### src/core/ufl_pkg.sv
// Package: register map, field positions, timing constants and state types
`default_nettype none
package ufl_pkg;
    // Host register addresses
    localparam int ADDR_W = 4;
    localparam logic [3:0] A_DATA = 4'h0;
    localparam logic [3:0] A_LCTL = 4'h1;
    localparam logic [3:0] A_FCR = 4'h2;
    localparam logic [3:0] A_MCR = 4'h3;
    localparam logic [3:0] A_STAT = 4'h4;
    localparam logic [3:0] A_TXLVL = 4'h5;
    localparam logic [3:0] A_RXLVL = 4'h6;
    localparam logic [3:0] A_FCH = 4'h7;
    localparam logic [3:0] A_FCL = 4'h8;
    localparam logic [3:0] A_DIVL = 4'h9;
    localparam logic [3:0] A_DIVH = 4'ha;
    // Line control fields
    localparam int LC_PAR_EN = 0;
    localparam int LC_PAR_ODD = 1;
    localparam int LC_STOP2 = 2;
    localparam int LC_TX_EN = 3;
    localparam int LC_LOOP = 4;
    localparam int LC_SRST = 7;
    // FIFO control, modem control and status fields
    localparam int FCR_EN = 0;
    localparam int FCR_TXT_LSB = 4;
    localparam int FCR_RXT_LSB = 6;
    localparam int MCR_RTS = 1;
    localparam int PERR_BIT = 8;
    // Reset values
    localparam logic [7:0] LCTL_RESET = 8'h08;
    localparam logic [7:0] REG_RESET = 8'h00;
    localparam logic [15:0] DIV_RESET = 16'h043d;
    // Timing: fastest bit rate sets the shortest bit period
    localparam longint CLK_HZ = 125_000_000;
    localparam longint EXT_MAX_BPS = 5_000_000;
    localparam logic [15:0] MIN_BIT_CYC = 16'((CLK_HZ + EXT_MAX_BPS - 1) / EXT_MAX_BPS);
    // FIFO sizes and trigger tables
    localparam int FIFO_DEPTH = 128;
    localparam int SKID_DEPTH = 2;
    localparam int CNT_W = 8;
    localparam logic [CNT_W-1:0] LIM_OFF = 8'h01;
    localparam logic [CNT_W-1:0] LIM_COMPAT = 8'h20;
    localparam logic [CNT_W-1:0] LIM_EXT = 8'h80;
    localparam logic [7:0] RX_TRIG_TAB [4] = '{8'h08, 8'h10, 8'h18, 8'h1c};
    localparam logic [7:0] TX_TRIG_TAB [4] = '{8'h10, 8'h08, 8'h18, 8'h1e};
    localparam logic [2:0] LAST_BIT = 3'h7;

    typedef enum logic [2:0] {TX_IDLE, TX_START, TX_DATA, TX_PAR, TX_STOP} ufl_tx_state_type;
    typedef enum logic [2:0] {RX_IDLE, RX_START, RX_DATA, RX_PAR, RX_STOP} ufl_rx_state_type;

    // Parity bit for a byte, even or odd
    function automatic logic ufl_parity(input logic [7:0] d, input logic odd);
        return (^d) ^ odd;
    endfunction

    // Effective trigger level: register in extended mode, table otherwise
    function automatic logic [7:0] ufl_trig(input logic ext, input logic [7:0] lvl,
                                            input logic [7:0] compat);
        if (!ext)
            return compat;
        return (lvl == REG_RESET) ? 8'h01 : lvl;
    endfunction
endpackage
`default_nettype wire

### src/core/ufl_stream_if.sv
// Interface: valid/ready stream of W-bit words between the transceiver's modules
`default_nettype none
interface ufl_stream_if #(parameter int W = 8);
    logic valid;
    logic ready;
    logic [W-1:0] data;
    modport src (output valid, output data, input ready);
    modport snk (input valid, input data, output ready);
endinterface
`default_nettype wire

### src/core/ufl_uart.sv
// Top: host registers, framing engines, loopback and FIFO mode control
//
// Our own choices: the address map and the strobed register port.
`default_nettype none
module ufl_uart
(
    input wire logic clk,
    input wire logic rst_n,
    input wire logic cs_n,
    input wire logic [ufl_pkg::ADDR_W-1:0] addr,
    input wire logic [7:0] wdata,
    input wire logic wr,
    input wire logic rd,
    output logic [7:0] rdata,
    input wire logic rx_in,
    output logic tx_out,
    output logic rts_n
);
    import ufl_pkg::*;

    logic [7:0] lctl_ff, fcr_ff, mcr_ff, txlvl_ff, rxlvl_ff, fch_ff, fcl_ff, rdata_ff;
    logic [7:0] nxt_lctl, nxt_fcr, nxt_mcr, nxt_txlvl, nxt_rxlvl, nxt_fch, nxt_fcl, nxt_rdata;
    logic [15:0] div_ff, nxt_div, bit_cyc;
    logic rts_n_ff, tx_ff, ext_ff, fen_ff, perr_ff, ovr_ff;
    logic nxt_rts_n, nxt_tx, nxt_perr, nxt_ovr;
    logic wr_hit, rd_hit, srst, stat_rd, ext_now, flush, rx_src;
    logic [CNT_W-1:0] limit, txf_cnt, rxf_cnt;
    logic [7:0] status, rx_trig, tx_trig;
    ufl_tx_state_type tx_st_ff, nxt_tx_st;
    ufl_rx_state_type rx_st_ff, nxt_rx_st;
    logic [15:0] tx_cnt_ff, nxt_tx_cnt, rx_cnt_ff, nxt_rx_cnt;
    logic [2:0] tx_idx_ff, nxt_tx_idx, rx_idx_ff, nxt_rx_idx;
    logic [7:0] tx_byte_ff, nxt_tx_byte, rx_byte_ff, nxt_rx_byte;
    logic tx_line_ff, nxt_tx_line, tx_stop_ff, nxt_tx_stop, tx_take;
    logic rx_prev_ff, rx_perr_ff, nxt_rx_perr, rx_push;

    ufl_stream_if #(.W(8)) txf_in ();
    ufl_stream_if #(.W(8)) txf_out ();
    ufl_stream_if #(.W(9)) skid_in ();
    ufl_stream_if #(.W(9)) skid_out ();
    ufl_stream_if #(.W(9)) rxf_out ();

    // Outputs straight from flip-flops
    assign rdata = rdata_ff;
    assign tx_out = tx_ff;
    assign rts_n = rts_n_ff;

    // Host strobe qualification
    assign wr_hit = wr && !cs_n;
    assign rd_hit = rd && !cs_n;
    assign srst = wr_hit && addr == A_LCTL && wdata[LC_SRST];
    assign stat_rd = rd_hit && addr == A_STAT;

    // Mode, depth limit and flush on any size change
    assign ext_now = |{txlvl_ff, rxlvl_ff, fch_ff, fcl_ff};
    assign flush = srst || (ext_ff != ext_now) || (fen_ff != fcr_ff[FCR_EN]);
    assign limit = !fcr_ff[FCR_EN] ? LIM_OFF : (ext_ff ? LIM_EXT : LIM_COMPAT);
    assign rx_trig = ufl_trig(ext_ff, rxlvl_ff, RX_TRIG_TAB[fcr_ff[FCR_RXT_LSB +: 2]]);
    assign tx_trig = ufl_trig(ext_ff, txlvl_ff, TX_TRIG_TAB[fcr_ff[FCR_TXT_LSB +: 2]]);
    assign status = {txf_cnt == limit, txf_cnt <= tx_trig, rxf_cnt >= rx_trig, ext_ff,
                     ovr_ff, perr_ff, txf_cnt == '0, rxf_cnt != '0};

    // Bit period never shorter than the fastest supported rate
    assign bit_cyc = (div_ff < MIN_BIT_CYC) ? MIN_BIT_CYC : div_ff;

    // Loopback steers the receiver to the transmit line
    assign rx_src = lctl_ff[LC_LOOP] ? tx_line_ff : rx_in;

    // Stream wiring: host writes, engines and host reads
    assign txf_in.valid = wr_hit && addr == A_DATA;
    assign txf_in.data = wdata;
    assign txf_out.ready = tx_take;
    assign skid_in.valid = rx_push;
    assign skid_in.data = {rx_perr_ff, rx_byte_ff};
    assign rxf_out.ready = rd_hit && addr == A_DATA;

    ufl_fifo #(.W(8), .DEPTH(FIFO_DEPTH)) u_txf (
        .clk(clk), .rst_n(rst_n), .flush(flush), .limit(limit),
        .in_s(txf_in), .out_s(txf_out), .count(txf_cnt));
    ufl_fifo #(.W(9), .DEPTH(SKID_DEPTH)) u_skid (
        .clk(clk), .rst_n(rst_n), .flush(flush), .limit(2'(SKID_DEPTH)),
        .in_s(skid_in), .out_s(skid_out), .count());
    ufl_fifo #(.W(9), .DEPTH(FIFO_DEPTH)) u_rxf (
        .clk(clk), .rst_n(rst_n), .flush(flush), .limit(limit),
        .in_s(skid_out), .out_s(rxf_out), .count(rxf_cnt));

    // Host register writes, reads and sticky flags
    always_comb
    begin
        nxt_lctl = lctl_ff;
        nxt_fcr = fcr_ff;
        nxt_mcr = mcr_ff;
        nxt_txlvl = txlvl_ff;
        nxt_rxlvl = rxlvl_ff;
        nxt_fch = fch_ff;
        nxt_fcl = fcl_ff;
        nxt_div = div_ff;
        nxt_rdata = REG_RESET;
        // Set wins over clear-on-read
        nxt_perr = (perr_ff && !stat_rd) || (rxf_out.ready && rxf_out.valid
                                             && rxf_out.data[PERR_BIT]);
        nxt_ovr = (ovr_ff && !stat_rd) || (rx_push && !skid_in.ready);
        if (srst)
        begin
            nxt_lctl = LCTL_RESET;
            nxt_fcr = REG_RESET;
            nxt_mcr = REG_RESET;
            nxt_txlvl = REG_RESET;
            nxt_rxlvl = REG_RESET;
            nxt_fch = REG_RESET;
            nxt_fcl = REG_RESET;
            nxt_div = DIV_RESET;
        end
        else if (wr_hit)
        begin
            case (addr)
                A_LCTL: nxt_lctl = wdata;
                A_FCR: nxt_fcr = wdata;
                A_MCR: nxt_mcr = wdata;
                A_TXLVL: nxt_txlvl = wdata;
                A_RXLVL: nxt_rxlvl = wdata;
                A_FCH: nxt_fch = wdata;
                A_FCL: nxt_fcl = wdata;
                A_DIVL: nxt_div[7:0] = wdata;
                A_DIVH: nxt_div[15:8] = wdata;
                default: nxt_div = div_ff;
            endcase
        end
        if (rd_hit)
        begin
            case (addr)
                A_DATA: nxt_rdata = rxf_out.valid ? rxf_out.data[7:0] : REG_RESET;
                A_LCTL: nxt_rdata = lctl_ff;
                A_FCR: nxt_rdata = fcr_ff;
                A_MCR: nxt_rdata = mcr_ff;
                A_STAT: nxt_rdata = status;
                A_TXLVL: nxt_rdata = txlvl_ff;
                A_RXLVL: nxt_rdata = rxlvl_ff;
                A_FCH: nxt_rdata = fch_ff;
                A_FCL: nxt_rdata = fcl_ff;
                A_DIVL: nxt_rdata = div_ff[7:0];
                A_DIVH: nxt_rdata = div_ff[15:8];
                default: nxt_rdata = REG_RESET;
            endcase
        end
        nxt_rts_n = !mcr_ff[MCR_RTS];
        nxt_tx = (lctl_ff[LC_LOOP] || !lctl_ff[LC_TX_EN]) ? 1'b1 : tx_line_ff;
    end

    always_ff @(posedge clk or negedge rst_n)
    begin
        if (!rst_n)
        begin
            lctl_ff <= LCTL_RESET;
            fcr_ff <= REG_RESET;
            mcr_ff <= REG_RESET;
            txlvl_ff <= REG_RESET;
            rxlvl_ff <= REG_RESET;
            fch_ff <= REG_RESET;
            fcl_ff <= REG_RESET;
            div_ff <= DIV_RESET;
            rdata_ff <= REG_RESET;
            rts_n_ff <= 1'b1;
            tx_ff <= 1'b1;
            ext_ff <= 1'b0;
            fen_ff <= 1'b0;
            perr_ff <= 1'b0;
            ovr_ff <= 1'b0;
        end
        else
        begin
            lctl_ff <= nxt_lctl;
            fcr_ff <= nxt_fcr;
            mcr_ff <= nxt_mcr;
            txlvl_ff <= nxt_txlvl;
            rxlvl_ff <= nxt_rxlvl;
            fch_ff <= nxt_fch;
            fcl_ff <= nxt_fcl;
            div_ff <= nxt_div;
            rdata_ff <= nxt_rdata;
            rts_n_ff <= nxt_rts_n;
            tx_ff <= nxt_tx;
            ext_ff <= ext_now;
            fen_ff <= fcr_ff[FCR_EN];
            perr_ff <= nxt_perr;
            ovr_ff <= nxt_ovr;
        end
    end

    // Transmit framer: start, eight data bits, parity, one or two stops
    always_comb
    begin
        nxt_tx_st = tx_st_ff;
        nxt_tx_cnt = tx_cnt_ff;
        nxt_tx_idx = tx_idx_ff;
        nxt_tx_byte = tx_byte_ff;
        nxt_tx_line = tx_line_ff;
        nxt_tx_stop = tx_stop_ff;
        tx_take = 1'b0;
        if (tx_st_ff == TX_IDLE)
        begin
            nxt_tx_line = 1'b1;
            if (lctl_ff[LC_TX_EN] && txf_out.valid)
            begin
                tx_take = 1'b1;
                nxt_tx_byte = txf_out.data;
                nxt_tx_line = 1'b0;
                nxt_tx_cnt = bit_cyc - 1'b1;
                nxt_tx_st = TX_START;
            end
        end
        else if (tx_cnt_ff != '0)
            nxt_tx_cnt = tx_cnt_ff - 1'b1;
        else
        begin
            nxt_tx_cnt = bit_cyc - 1'b1;
            case (tx_st_ff)
                TX_START:
                begin
                    nxt_tx_idx = '0;
                    nxt_tx_line = tx_byte_ff[0];
                    nxt_tx_st = TX_DATA;
                end
                TX_DATA:
                begin
                    if (tx_idx_ff != LAST_BIT)
                    begin
                        nxt_tx_idx = tx_idx_ff + 1'b1;
                        nxt_tx_line = tx_byte_ff[nxt_tx_idx];
                    end
                    else if (lctl_ff[LC_PAR_EN])
                    begin
                        nxt_tx_line = ufl_parity(tx_byte_ff, lctl_ff[LC_PAR_ODD]);
                        nxt_tx_st = TX_PAR;
                    end
                    else
                    begin
                        nxt_tx_line = 1'b1;
                        nxt_tx_stop = lctl_ff[LC_STOP2];
                        nxt_tx_st = TX_STOP;
                    end
                end
                TX_PAR:
                begin
                    nxt_tx_line = 1'b1;
                    nxt_tx_stop = lctl_ff[LC_STOP2];
                    nxt_tx_st = TX_STOP;
                end
                TX_STOP:
                begin
                    nxt_tx_stop = 1'b0;
                    if (!tx_stop_ff)
                        nxt_tx_st = TX_IDLE;
                end
                default: nxt_tx_st = TX_IDLE;
            endcase
        end
    end

    // Receiver: falling edge, mid-bit confirm, centre sampling
    always_comb
    begin
        nxt_rx_st = rx_st_ff;
        nxt_rx_cnt = rx_cnt_ff;
        nxt_rx_idx = rx_idx_ff;
        nxt_rx_byte = rx_byte_ff;
        nxt_rx_perr = rx_perr_ff;
        rx_push = 1'b0;
        if (rx_st_ff == RX_IDLE)
        begin
            // Idle-high line makes a falling edge a start
            if (rx_prev_ff && !rx_src)
            begin
                nxt_rx_cnt = {1'b0, bit_cyc[15:1]} - 1'b1;
                nxt_rx_perr = 1'b0;
                nxt_rx_st = RX_START;
            end
        end
        else if (rx_cnt_ff != '0)
            nxt_rx_cnt = rx_cnt_ff - 1'b1;
        else
        begin
            nxt_rx_cnt = bit_cyc - 1'b1;
            case (rx_st_ff)
                RX_START:
                begin
                    nxt_rx_idx = '0;
                    nxt_rx_st = rx_src ? RX_IDLE : RX_DATA;
                end
                RX_DATA:
                begin
                    nxt_rx_byte[rx_idx_ff] = rx_src;
                    nxt_rx_idx = rx_idx_ff + 1'b1;
                    if (rx_idx_ff == LAST_BIT)
                        nxt_rx_st = lctl_ff[LC_PAR_EN] ? RX_PAR : RX_STOP;
                end
                RX_PAR:
                begin
                    nxt_rx_perr = rx_src != ufl_parity(rx_byte_ff, lctl_ff[LC_PAR_ODD]);
                    nxt_rx_st = RX_STOP;
                end
                RX_STOP:
                begin
                    rx_push = 1'b1;
                    nxt_rx_st = RX_IDLE;
                end
                default: nxt_rx_st = RX_IDLE;
            endcase
        end
    end

    always_ff @(posedge clk or negedge rst_n)
    begin
        if (!rst_n)
        begin
            tx_st_ff <= TX_IDLE;
            tx_cnt_ff <= '0;
            tx_idx_ff <= '0;
            tx_byte_ff <= REG_RESET;
            tx_line_ff <= 1'b1;
            tx_stop_ff <= 1'b0;
            rx_st_ff <= RX_IDLE;
            rx_cnt_ff <= '0;
            rx_idx_ff <= '0;
            rx_byte_ff <= REG_RESET;
            rx_perr_ff <= 1'b0;
            rx_prev_ff <= 1'b1;
        end
        else
        begin
            tx_st_ff <= nxt_tx_st;
            tx_cnt_ff <= nxt_tx_cnt;
            tx_idx_ff <= nxt_tx_idx;
            tx_byte_ff <= nxt_tx_byte;
            tx_line_ff <= nxt_tx_line;
            tx_stop_ff <= nxt_tx_stop;
            rx_st_ff <= nxt_rx_st;
            rx_cnt_ff <= nxt_rx_cnt;
            rx_idx_ff <= nxt_rx_idx;
            rx_byte_ff <= nxt_rx_byte;
            rx_perr_ff <= nxt_rx_perr;
            rx_prev_ff <= rx_src;
        end
    end
endmodule
`default_nettype wire

### src/core/ufl_fifo.sv
// Module: flip-flop FIFO with run-time fill limit and flush
`default_nettype none
module ufl_fifo #(
    parameter int W = 8,
    parameter int DEPTH = 128
)
(
    input wire logic clk,
    input wire logic rst_n,
    input wire logic flush,
    input wire logic [$clog2(DEPTH+1)-1:0] limit,
    ufl_stream_if.snk in_s,
    ufl_stream_if.src out_s,
    output logic [$clog2(DEPTH+1)-1:0] count
);
    localparam int CW = $clog2(DEPTH+1);
    localparam int PW = $clog2(DEPTH);

    if (DEPTH < 2 || (DEPTH & (DEPTH - 1)) != 0)
        $error("ufl_fifo: DEPTH must be a power of two, at least 2");

    logic [W-1:0] mem_ff [DEPTH];
    logic [W-1:0] nxt_mem [DEPTH];
    logic [PW-1:0] rp_ff, wp_ff, nxt_rp, nxt_wp;
    logic [CW-1:0] cnt_ff, nxt_cnt;
    logic push, pop;

    // Handshake terms; limit shrinks the usable depth
    assign in_s.ready = (cnt_ff < limit) && (cnt_ff < CW'(DEPTH));
    assign out_s.valid = (cnt_ff != '0);
    assign out_s.data = mem_ff[rp_ff];
    assign count = cnt_ff;
    assign push = in_s.valid && in_s.ready;
    assign pop = out_s.valid && out_s.ready;

    // Next pointers, count and storage
    always_comb
    begin
        nxt_mem = mem_ff;
        nxt_rp = rp_ff;
        nxt_wp = wp_ff;
        nxt_cnt = cnt_ff;
        if (flush)
        begin
            nxt_rp = '0;
            nxt_wp = '0;
            nxt_cnt = '0;
        end
        else
        begin
            if (push)
            begin
                nxt_mem[wp_ff] = in_s.data;
                nxt_wp = wp_ff + 1'b1;
            end
            if (pop)
                nxt_rp = rp_ff + 1'b1;
            if (push && !pop)
                nxt_cnt = cnt_ff + 1'b1;
            else if (pop && !push)
                nxt_cnt = cnt_ff - 1'b1;
        end
    end

    always_ff @(posedge clk or negedge rst_n)
    begin
        if (!rst_n)
        begin
            rp_ff <= '0;
            wp_ff <= '0;
            cnt_ff <= '0;
            for (int i = 0; i < DEPTH; i++)
                mem_ff[i] <= '0;
        end
        else
        begin
            rp_ff <= nxt_rp;
            wp_ff <= nxt_wp;
            cnt_ff <= nxt_cnt;
            mem_ff <= nxt_mem;
        end
    end
endmodule
`default_nettype wire

### config.mk
export PLATFORM = sky130hd
export DESIGN_NAME = ufl_uart
export DESIGN_NICKNAME = d
export VERILOG_FILES = /design/src/core/ufl_pkg.sv /design/src/core/ufl_stream_if.sv /design/src/core/ufl_uart.sv /design/src/core/ufl_fifo.sv
export SDC_FILE = /design/constraint.sdc
export NUM_CORES = 2
export LEC_CHECK = 0
export ABC_AREA = 1
export BUFFER_PORTS_ARGS = -buffer_cell sky130_fd_sc_hd__buf_2
export CORE_UTILIZATION = 45
export CTS_CLUSTER_DIAMETER = 30
export DETAILED_ROUTE_END_ITERATION = 10
export GPL_ROUTABILITY_DRIVEN = 0
export PLACE_DENSITY = 0.61
export SYNTH_ARGS = -nofsm -noshare
export SYNTH_HDL_FRONTEND = slang
export SYNTH_SLANG_ARGS = --single-unit
### constraint.sdc
create_clock -name clk -period 7.3 [get_ports clk]
set_clock_uncertainty 0.2 [all_clocks]
set_input_delay 0.365 -clock clk [delete_from_list [all_inputs] [get_ports clk]]
set_output_delay 0.365 -clock clk [all_outputs]
set_load 0.01 [all_outputs]
==> out/qor.csv <==
metric;value;unit
worst slew margin relative to its limit;0.2106;
worst r2r path cells;19;
Post-synth ARST share;1.000;
Post-Syn Area;0.1135;mm2
Max VDD drop;0.0004073;V
Worst-Skew Late Latency;0.92;ns
initial antenna violation count;7;
largest net degree at the start of global routing;181;
CTS Buf Count;547;
number of fill cells;23660;
Mapped Cells;14580;
Synth-to-Final Area Change;18.04;%
Highest Clock Rate;219.6;MHz
WP buf/inv;5;
ys flop type;dfrtp_1;
dpl hpwl;204.2;mm
CP Data Required Time;7.84;ns
register-to-register path setup slack;2.80;ns
H-tree lvl count;6;
crit end category;flop;
gr ovfl total;0;
most common cell after layout, fill and taps aside;nand2_1;
r2r endpoint;u_txf.count[6];
PwrDens;335.0;mW/mm2
Period Utilization, post-route;0.6237;
share of cells above drive strength 1;0.08489;
vias;98580;
GRT Overall Usage;0.2764;
final setup margin;2.747;ns
Slew @ Worst Pin;1.184;ns
Core Area;0.2496;mm2
Slew Viols, Final;0;
CP Launch Type;input pin;
final hold violations;0;
Unique masters post-synth;52;
CTS sink cnt;2392;
status;finished clean;
number of synthesized flops with an enable pin;0;
CP arrival;5.09;ns
IO Port Bufs;27;
clk buf depth;4;
CTS Root Cell;clkbuf_16;
crit path cell chain;dlygate4sd3_1, buf_2, nand2_1, dlygate4sd3_1, nor2_4, inv_2, nor2_4, nor2_1, nand2_4, nor2_8, buf_12, nand2_1, nand2_1, o21ai_0;
Final ANT Viol Nets;0;
TritonRoute pass-1 iters;9;
first-pass GRT wire length;560.0;mm
post-synthesis area per instance;7.785;um2
DIE HEIGHT;504.2;um
RSZ-0062 raised after global routing;no;
I/O Pins;28;
Detailed Route Iter0 Violations;10140;
Worst Path Max Fanout;97;
final setup violation count;0;
DRC viols;0;
WL/cell;19.76;um
sequential area share after synthesis;0.5276;
total wire length;356.7;mm
slowest stage delay, CP;0.74;ns
Vias/cell;5.462;
Crit path max-delay family;simple AND/OR/NAND/NOR gates;
Horiz. Die Dim;504.2;um
die area;0.2542;mm2
Crit path top cell by count;nand2_1;
Starting Density;0.4547;
Hold Path Class;input pin to asynchronous set/reset pin;
vias in the first global route;93180;
leakage;0.06032;uW
R2R Path Start;ext_ff;
Final TNS setup;0;ns
commonest cells after routing, fill and taps aside;nand2_1, dfrtp_1, o21ai_0;
Synth Net Count;14640;
Seq cells post-synth;2392;
pre-CTS WS;2.857;ns
post-layout util;0.5367;
min cycle time layout;4.553;ns
Worst path slowest cell;dlygate4sd3_1;
final net count;14350;
# resized after CTS;0;
TritonCTS clock tree;done;
Max Cap Viol;0;
Reg clk slew, reported paths;0.04;ns
# rows;183;
CP Class;input pin to flop;
total number of yosys warnings;0;
## metal layers
metal,part of all wire,routed length [um],global-route usage
met5,0.000070,25,0
met1,0.44,156700,0.3831
met3,0.064,22840,0.04224
met4,0.033,11920,0.09837
met2,0.46,165200,0.4393
## worst max-delay path by stage
| stage | cells after the start | end | from |
|---|---|---|---|
| after floorplan | 20 | u_txf.count[6] | ext_ff |
| after global placement | 19 | u_txf.count[6] | ext_ff |
| after detailed placement | 19 | u_txf.count[6] | ext_ff |
| after CTS | 19 | u_txf.count[6] | ext_ff |
| after global routing | 19 | u_txf.count[6] | ext_ff |
| final | 14 | u_rxf.mem_ff[572] | wr |
## kinds of logic after synthesis
family | after synthesis | synth area share
buffers and inverters | 1630 | 0.05747
multiplexers | 4 | 0.0003529
XOR/XNOR | 51 | 0.003937
flip-flops | 2392 | 0.5276
AO/OA/AOI/OAI | 3540 | 0.1620
AND/OR/NAND/NOR | 6909 | 0.2430
adder cells (fa/ha/maj) | 49 | 0.005535
## cells in the mapped netlist (11+ instances only)
master	instances	area, um2
nand2_1	4574	17170
dfrtp_1	2381	59580
o21ai_0	2306	11540
nor2_1	1343	5041
clkbuf_1	750	2815
nand3_1	686	3433
o21ai_1	646	3233
inv_1	600	2252
a21oi_1	282	1411
o211ai_1	174	1306
buf_2	154	770.7
nand2_2	137	857.1
o22ai_1	91	569.3
nor3_1	80	400.4
buf_1	48	180.2
ha_1	47	588.1
xor2_1	34	297.8
nand4_1	33	206.5
buf_4	28	210.2
clkinv_1	24	90.09
xnor2_1	17	148.9
nand2_4	16	180.2
and3_1	12	75.07
dfstp_2	11	289.0
## cell type report
cell class	count	area (um2)	area share
sequential	2392	59890	0.4472
multi-input combinational	10550	47140	0.3520
clock buffer	749	15650	0.1168
tap	3330	4167	0.03111
clock inverter	230	3064	0.02288
inverter	632	2470	0.01844
timing repair buffer	157	1541	0.01151
antenna	5	12.51	0.00009342
## timing repair
action,in CTS,in global routing
setup buffers,0,0
hold buffers,19,0
hold endpoints to repair,736,0
## report_power, final
part           total (uW)  internal (uW)  switching, uW
clock               24700          17000           7720
combinational        6290           1640           4640
sequential          13900          13600            303
## sequential cells by signal, summed over array words and instances, names as in the netlist, 16 cells and up
| register | cells |
|---|---|
| rx_cnt_ff | 16 |
| u_rxf.mem_ff | 1152 |
| tx_cnt_ff | 16 |
| u_txf.mem_ff | 1024 |
| u_skid.mem_ff | 18 |
| div_ff | 16 |
## through the flow
stage	total power, uW	hold slack (ns)	cell area, um2	cells
finish	44870	0.03050	133900	18050
global route	46560	0.06093	133900	18050
CTS	45100	0.04604	133900	18040
detailed placement	20300	0.1825	115000	17050
global placement	20280	0.1825	115000	17050
floorplan	18050	-0.1306	113500	14580
## worst min-delay path, cell delays in order
cell,delay [ns]
dlygate4sd3_1,0.58
buf_12,0.23
buf_16,0.31
(Power assumes the default switching activity.)
